## src/shared/bsp_defs.svh

```systemverilog
`ifndef BSP_DEFS_SVH
`define BSP_DEFS_SVH

// ==========================================
// Instruction register
`define BSP_IR_LEN          4
`define BSP_IR_CAPTURE      4'h1
`define BSP_IR_RESET_VAL    4'h2

// ==========================================
// Instruction codes
`define BSP_OP_EXTEST       4'h0
`define BSP_OP_SAMPLE       4'h1
`define BSP_OP_IDCODE       4'h2
`define BSP_OP_BYPASS       4'hF

// ==========================================
// Synchroniser reset values, pulled-up inputs idle high
`define BSP_SYNC_BITS       4
`define BSP_SYNC_RESET_VAL  4'h6

// ==========================================
// Timing
`define BSP_CORE_PERIOD_PS  5000
`define BSP_TCK_MIN_PER_PS  100000
`define BSP_TCK_MIN_CYCLES  ((`BSP_TCK_MIN_PER_PS + `BSP_CORE_PERIOD_PS - 1) / `BSP_CORE_PERIOD_PS)

`endif

```

## src/shared/bsp_pkg.sv

```systemverilog
`default_nettype none

package bsp_pkg;

	// ==========================================
	// Port controller states
	typedef enum logic [15:0]
	{
		ST_RESET      = 16'h0001,
		ST_IDLE       = 16'h0002,
		ST_SEL_DR     = 16'h0004,
		ST_CAP_DR     = 16'h0008,
		ST_SHIFT_DR   = 16'h0010,
		ST_EXIT1_DR   = 16'h0020,
		ST_PAUSE_DR   = 16'h0040,
		ST_EXIT2_DR   = 16'h0080,
		ST_UPD_DR     = 16'h0100,
		ST_SEL_IR     = 16'h0200,
		ST_CAP_IR     = 16'h0400,
		ST_SHIFT_IR   = 16'h0800,
		ST_EXIT1_IR   = 16'h1000,
		ST_PAUSE_IR   = 16'h2000,
		ST_EXIT2_IR   = 16'h4000,
		ST_UPD_IR     = 16'h8000
	} bsp_state_t;

endpackage

`default_nettype wire

```

## src/hdl/bsp_sync.sv

```systemverilog
`timescale 1ns/1ps
`default_nettype none

module bsp_sync #(
	parameter int          WIDTH     = 1,
	parameter logic [WIDTH-1:0] RESET_VAL = '0
) (
	input  wire logic             clk,
	input  wire logic             srst,
	input  wire logic [WIDTH-1:0] d,
	output var  logic [WIDTH-1:0] q
);

	// ==========================================
	// Two-stage synchroniser per bit
	genvar i;
	generate
		for (i = 0; i < WIDTH; i++)
		begin : g_bit
			logic meta_reg;
			always_ff @(posedge clk)
			begin
				if (srst)
				begin
					meta_reg <= RESET_VAL[i];
					q[i]     <= RESET_VAL[i];
				end
				else
				begin
					meta_reg <= d[i];
					q[i]     <= meta_reg;
				end
			end
		end
	endgenerate

endmodule // bsp_sync

`default_nettype wire

```

## src/hdl/bsp_tap.sv

```systemverilog
// Behaviour
// - Mode select sampled on scan clock rise
// - Data in shifted on rise into selected
// - Data out changes only on falling edge or reset
// - Output floats unless shifting, changes on fall
// - Reset low holds reset state, output floats
// - Undriven mode and data read as one
`timescale 1ns/1ps
`default_nettype none
`include "bsp_defs.svh"

module bsp_tap #(
	parameter int          BSR_LEN = 8,
	parameter logic [31:0] ID_CODE = 32'h0A5C_3001  // Arbitrary value
) (
	input  wire logic               core_clk,
	input  wire logic               srst,
	input  wire logic               scan_clock_in,
	input  wire logic               scan_mode_select_in,
	input  wire logic               scan_serial_in,
	input  wire logic               scan_reset_n,
	output var  logic               scan_serial_out,
	output var  logic               scan_serial_out_oe,
	input  wire logic [BSR_LEN-1:0] bsr_capture_in,
	output var  logic [BSR_LEN-1:0] bsr_update_out,
	output var  logic [`BSP_IR_LEN-1:0] ir_active_out
);
	import bsp_pkg::*;

	// Elaboration check on boundary register length
	if (BSR_LEN < 1)
	begin : g_len_chk
		$error("BSR_LEN must be at least 1");
	end

	// ==========================================
	// Pin synchronisers
	logic [`BSP_SYNC_BITS-1:0] pins_s;
	logic tck_s, tms_s, tdi_s, trst_n_s;
	logic tck_d_reg;
	logic rise, fall, tap_rst;

	bsp_sync #(
		.WIDTH     (`BSP_SYNC_BITS),
		.RESET_VAL (`BSP_SYNC_RESET_VAL)
	) u_sync (
		.clk  (core_clk),
		.srst (srst),
		.d    ({scan_reset_n, scan_serial_in, scan_mode_select_in, scan_clock_in}),
		.q    (pins_s)
	);

	assign tck_s    = pins_s[0];
	assign tms_s    = pins_s[1];
	assign tdi_s    = pins_s[2];
	assign trst_n_s = pins_s[3];
	assign rise     = tck_s & ~tck_d_reg;
	assign fall     = ~tck_s & tck_d_reg;
	assign tap_rst  = srst | ~trst_n_s;

	always_ff @(posedge core_clk)
	begin
		if (srst)
			tck_d_reg <= 1'b0;
		else
			tck_d_reg <= tck_s;
	end

	// ==========================================
	// Controller state machine
	bsp_state_t state_reg, state_next;

	always_comb
	begin
		unique case (state_reg)
			ST_RESET:    state_next = tms_s ? ST_RESET   : ST_IDLE;
			ST_IDLE:     state_next = tms_s ? ST_SEL_DR  : ST_IDLE;
			ST_SEL_DR:   state_next = tms_s ? ST_SEL_IR  : ST_CAP_DR;
			ST_CAP_DR:   state_next = tms_s ? ST_EXIT1_DR : ST_SHIFT_DR;
			ST_SHIFT_DR: state_next = tms_s ? ST_EXIT1_DR : ST_SHIFT_DR;
			ST_EXIT1_DR: state_next = tms_s ? ST_UPD_DR  : ST_PAUSE_DR;
			ST_PAUSE_DR: state_next = tms_s ? ST_EXIT2_DR : ST_PAUSE_DR;
			ST_EXIT2_DR: state_next = tms_s ? ST_UPD_DR  : ST_SHIFT_DR;
			ST_UPD_DR:   state_next = tms_s ? ST_SEL_DR  : ST_IDLE;
			ST_SEL_IR:   state_next = tms_s ? ST_RESET   : ST_CAP_IR;
			ST_CAP_IR:   state_next = tms_s ? ST_EXIT1_IR : ST_SHIFT_IR;
			ST_SHIFT_IR: state_next = tms_s ? ST_EXIT1_IR : ST_SHIFT_IR;
			ST_EXIT1_IR: state_next = tms_s ? ST_UPD_IR  : ST_PAUSE_IR;
			ST_PAUSE_IR: state_next = tms_s ? ST_EXIT2_IR : ST_PAUSE_IR;
			ST_EXIT2_IR: state_next = tms_s ? ST_UPD_IR  : ST_SHIFT_IR;
			ST_UPD_IR:   state_next = tms_s ? ST_SEL_DR  : ST_IDLE;
			default:     state_next = ST_RESET;
		endcase
	end

	always_ff @(posedge core_clk)
	begin
		if (tap_rst)
			state_reg <= ST_RESET;
		else if (rise)
			state_reg <= state_next;
	end

	// ==========================================
	// Instruction register
	logic [`BSP_IR_LEN-1:0] ir_shift_reg;

	always_ff @(posedge core_clk)
	begin
		if (tap_rst)
		begin
			ir_shift_reg  <= `BSP_IR_RESET_VAL;
			ir_active_out <= `BSP_IR_RESET_VAL;
		end
		else if (rise)
		begin
			if (state_reg == ST_RESET)
				ir_active_out <= `BSP_IR_RESET_VAL;
			else if (state_reg == ST_CAP_IR)
				ir_shift_reg <= `BSP_IR_CAPTURE;
			else if (state_reg == ST_SHIFT_IR)
				ir_shift_reg <= {tdi_s, ir_shift_reg[`BSP_IR_LEN-1:1]};
			else if (state_reg == ST_UPD_IR)
				ir_active_out <= ir_shift_reg;
		end
	end

	// ==========================================
	// Data registers
	logic               bypass_reg;
	logic [31:0]        id_shift_reg;
	logic [BSR_LEN-1:0] bsr_shift_reg;
	logic               sel_bsr;

	assign sel_bsr = (ir_active_out == `BSP_OP_EXTEST) || (ir_active_out == `BSP_OP_SAMPLE);

	always_ff @(posedge core_clk)
	begin
		if (tap_rst)
		begin
			bypass_reg    <= 1'b0;
			id_shift_reg  <= 32'h0000_0000;
			bsr_shift_reg <= '0;
		end
		else if (rise && state_reg == ST_CAP_DR)
		begin
			bypass_reg    <= 1'b0;
			id_shift_reg  <= ID_CODE;
			bsr_shift_reg <= bsr_capture_in;
		end
		else if (rise && state_reg == ST_SHIFT_DR)
		begin
			if (ir_active_out == `BSP_OP_IDCODE)
				id_shift_reg <= {tdi_s, id_shift_reg[31:1]};
			else if (sel_bsr)
				bsr_shift_reg <= {tdi_s, bsr_shift_reg[BSR_LEN-1:1]};
			else
				bypass_reg <= tdi_s;
		end
	end

	always_ff @(posedge core_clk)
	begin
		if (tap_rst)
			bsr_update_out <= '0;
		else if (rise && state_reg == ST_UPD_DR && sel_bsr)
			bsr_update_out <= bsr_shift_reg;
	end

	// ==========================================
	// Serial output, retimed to falling edge
	logic dr_bit;

	always_comb
	begin
		if (ir_active_out == `BSP_OP_IDCODE)
			dr_bit = id_shift_reg[0];
		else if (sel_bsr)
			dr_bit = bsr_shift_reg[0];
		else
			dr_bit = bypass_reg;
	end

	always_ff @(posedge core_clk)
	begin
		if (tap_rst)
		begin
			scan_serial_out    <= 1'b0;
			scan_serial_out_oe <= 1'b0;
		end
		else if (fall)
		begin
			scan_serial_out_oe <= (state_reg == ST_SHIFT_DR) || (state_reg == ST_SHIFT_IR);
			if (state_reg == ST_SHIFT_IR)
				scan_serial_out <= ir_shift_reg[0];
			else if (state_reg == ST_SHIFT_DR)
				scan_serial_out <= dr_bit;
		end
	end
endmodule // bsp_tap

`default_nettype wire

```

## config.mk

```make
export PLATFORM = sky130hd
export DESIGN_NAME = bsp_tap
export DESIGN_NICKNAME = d
export VERILOG_FILES = /design/src/shared/bsp_pkg.sv /design/src/hdl/bsp_sync.sv /design/src/hdl/bsp_tap.sv
export VERILOG_INCLUDE_DIRS = /design/src /design/src/shared
export SDC_FILE = /design/constraint.sdc
export NUM_CORES = 1
export LEC_CHECK = 0
export BUFFER_PORTS_ARGS = -buffer_cell sky130_fd_sc_hd__buf_4
export CAP_MARGIN = 25
export CORE_ASPECT_RATIO = 1.5
export CORE_MARGIN = 4
export CORE_UTILIZATION = 53
export DETAILED_ROUTE_END_ITERATION = 6
export PLACE_DENSITY_LB_ADDON = 0.12
export SETUP_SLACK_MARGIN = 0.3
export SLEW_MARGIN = 20
export SYNTH_ARGS = -nofsm -noshare
export SYNTH_HDL_FRONTEND = slang
export SYNTH_HIERARCHICAL = 1
export SYNTH_SLANG_ARGS = --single-unit
```

## constraint.sdc

```tcl
create_clock -name core_clk -period 2.15 [get_ports core_clk]
set_input_delay 0.3225 -clock core_clk [delete_from_list [all_inputs] [get_ports core_clk]]
set_output_delay 0.3225 -clock core_clk [all_outputs]
set_load 0.01 [all_outputs]
```

==> impl_metrics.yaml <==
critical_path:
  critical_path_class: "reg2reg"
  cp_slowest_stage_delay_ns: 0.57
  crit_slowest_cell: "or4_4"
  cp.required_ns: 2.41
  crit_chain: "or4_4, or4_4, or3_4, buf_12, nand2_8, clkbuf_16, a21oi_2"
  cp_common_cell: "or4_4"
  cp-start-kind: "flop"
  critPathMaxFanout: 7
  setup.worst_path.end_class: "flop"
  cp.arrival_ns: 2.54
clocking:
  cts_buffer_depth: 2
  cts-root-buf: "clkbuf_8"
  clock_sinks: 84
  cts_buffers: 9
  hold_buffers: 0
  clkTransAtPathRegs_ns: 0.08
  h-tree-depth: 3
  cts_tree: "done"
  clk_latency_ns: 0.36
sta:
  timing.slew.headroom_pct: 58.0
  setup_viol: 39
  hold_viol: 0
  fin_worst_skew_ns: 0.0104
  fin_crit_sh_pct: 106
  finalWorstSetupSlack_ns: -0.136
  worst_pin_slew_ns: 0.630
  final-max-slew-violation-count: 0
  max_freq_mhz: 438
  layout_min_cycle_time_ns: 2.29
  rsz0062_at_grt: "true"
drt:
  wl_per_cell_um: 16.9
  drt-initial-drc-count: 237
  wl_um: 9840
  dr.pass1.iters: 4
  drc_errors: 0
  num_vias: 3420
  antenna_left: 0
  post_drt_via_cell_ratio: 5.89
finish:
  nets: 515
  diodes: 0
  syn_to_final_growth_pct: 41.5
  drive_gt1_share_pct: 38.8
  largest_reg_flops: 32
  final_core_util_pct: 77.1
  fill_cells: 434
  final_cells: 581
global_route:
  overflow: 0
  antenna_found_initial: 0
  grt_max_degree: 33
  grt_pass1_vias: 3252
  grt_first_pass_wirelength_um: 14700
  grtUsageTotal_pct: 23.5
placed_design:
  globalplace.congestion: 0.969
  placed_cells: 548
  hpwl_um: 6110
  port_buffers: 27
  dp_slack_ns: -0.142
yosys:
  synth_seq_area_share_pct: 47.3
  syn-mean-instance-area_um2: 8.39
  yosysMostFrequentCell: "dfxtp_1"
  synth_cell_type_count: 42
  yosys.area.top_type: "dfxtp_1"
  synth_async_sr_flop_share_pct: 0
  syn_inst: 424
  yosysWarnings: 6
  synth_seq_cells: 84
  synthFlopType: "dfxtp_1"
  yosys-top-cells-count: "84 x dfxtp_1, 71 x nand2_1, 48 x a21oi_1"
  synth_edf_count: 0
  syn-num-nets: 438
  syn-cell-area_um2: 3560
  yosysTopAreaCellShare_pct: 47.3
  synthTopCellsByArea: "dfxtp_1 47%, nand2_1 7.5%, a21oi_1 6.8%"
die:
  die_h_um: 108
  std_cell_rows: 36
  io_pins: 28
  core-area_um2: 6530
  start_util_pct: 54.5
  die_area_um2: 8110
  die_w_um: 74.9
power_and_ir_drop:
  p_per_area_nw_per_um2: 526
  peakVddDrop_mv: 0.488
  p_leak_nw: 1.85
min_path:
  min_path_type: "in2reg"
outcome:
  outcome: "finished, violations left"
  violations: "negative setup slack"
flow_run:
  drv_cap: 0
-- repair_timing --
action | in CTS | in global routing
gates cloned | 0 | 5
setup endpoints to repair | 70 | 73
pin swaps | 6 | 24
gates resized for setup | 38 | 64
setup buffers | 5 | 8
-- kinds of logic (layout without fill, tap and decap cells) --
family / after synthesis / in the layout / share of synthesized area, %
mux: 17 / 17 / 4.78
xor+xnor: 5 / 5 / 1.23
flops: 84 / 84 / 47.3
simple gates: 207 / 207 / 29.5
buf+inv: 32 / 113 / 4.78
compound gates: 79 / 79 / 12.5
-- layout make-up --
cell class	count	area (um2)	area share (%)
Multi-Input combinational cell	308	2160	43.0
Sequential cell	84	1690	33.5
Timing Repair Buffer	96	913	18.1
Clock buffer	11	141	2.81
Tap cell	76	95.1	1.89
Clock inverter	4	26.3	0.522
Inverter	2	7.51	0.149
-- worst max-delay path: cells and delay by family (launching register included) --
kind | cells | cell delay [ns]
buffers and inverters | 2 | 0.32
and+or+nand+nor | 4 | 1.52
DFF | 1 | 0.33
AOI/OAI and AO/OA | 1 | 0.03
-- layer usage --
layer / global-route usage, % / wire (um)
met1: 26.2 / 3770
met2: 39.8 / 5300
met3: 5.67 / 311
met4: 12.8 / 452
met5: 0 / 0
-- stage by stage --
stage	TNS (ns)	cell area, um2	hold WS [ns]	power, mW
after global placement	-3.86	4220	0.390	1.67
after global routing	-6.38	5030	0.127	2.74
final	-3.53	5030	0.143	2.65
after detailed placement	-4.32	4220	0.396	1.67
after CTS	-1.71	4590	0.132	2.65
after floorplan	-6.32	3650	0.383	1.63
-- layout by cell type, fill, tap and decap left out, types with 3 or more instances in the layout --
| cell | count |
|---|---|
| o21ai_0 | 6 |
| o21ai_2 | 4 |
| buf_6 | 8 |
| buf_4 | 77 |
| nor2_1 | 28 |
| a21oi_2 | 22 |
| nand2b_1 | 6 |
| nand3_1 | 6 |
| nor3_1 | 22 |
| o21ai_1 | 3 |
| nand2_1 | 64 |
| nor2b_1 | 8 |
| xnor2_1 | 3 |
| or2_1 | 4 |
| clkbuf_8 | 10 |
| a22oi_1 | 6 |
| dfxtp_2 | 5 |
| mux2i_1 | 15 |
| nor4b_1 | 3 |
| o22ai_1 | 3 |
| nor3_2 | 3 |
| nor4_4 | 7 |
| nor2_2 | 3 |
| clkbuf_16 | 5 |
| or4_4 | 9 |
| a21oi_1 | 25 |
| nand2_4 | 4 |
| nor4_1 | 6 |
| buf_12 | 6 |
| nand3b_1 | 3 |
| dfxtp_1 | 79 |
| nand2_2 | 3 |
| nor2_4 | 7 |
-- final timing paths --
kind | from | endpoint | slack, ns | cells past startpoint
setup reg to reg | state_reg[14]$_SDFFE_PP0P_ | id_shift_reg[17]$_SDFFE_PP0P_ | -0.14 | 7
setup / recovery | state_reg[14]$_SDFFE_PP0P_ | id_shift_reg[17]$_SDFFE_PP0P_ | -0.14 | 7
hold / removal | scan_mode_select_in | u_sync/g_bit[1].meta_reg$_SDFF_PP1_ | 0.14 | 2
hold reg to reg | u_sync/g_bit[1].meta_reg$_SDFF_PP1_ | u_sync/q[1]$_SDFF_PP1_ | 0.41 | 1
-- where the power goes --
group / switching (mW) / leakage [nW] / internal, mW / total (mW)
logic: 0.0428 / 1.08 / 0.0398 / 0.0826
clock network: 0.557 / 0.0852 / 0.443 / 1.00
registers: 0.00531 / 0.681 / 1.56 / 1.57
total: 0.605 / 1.85 / 2.04 / 2.65
Note: power is estimated with default switching activity, not from simulation.
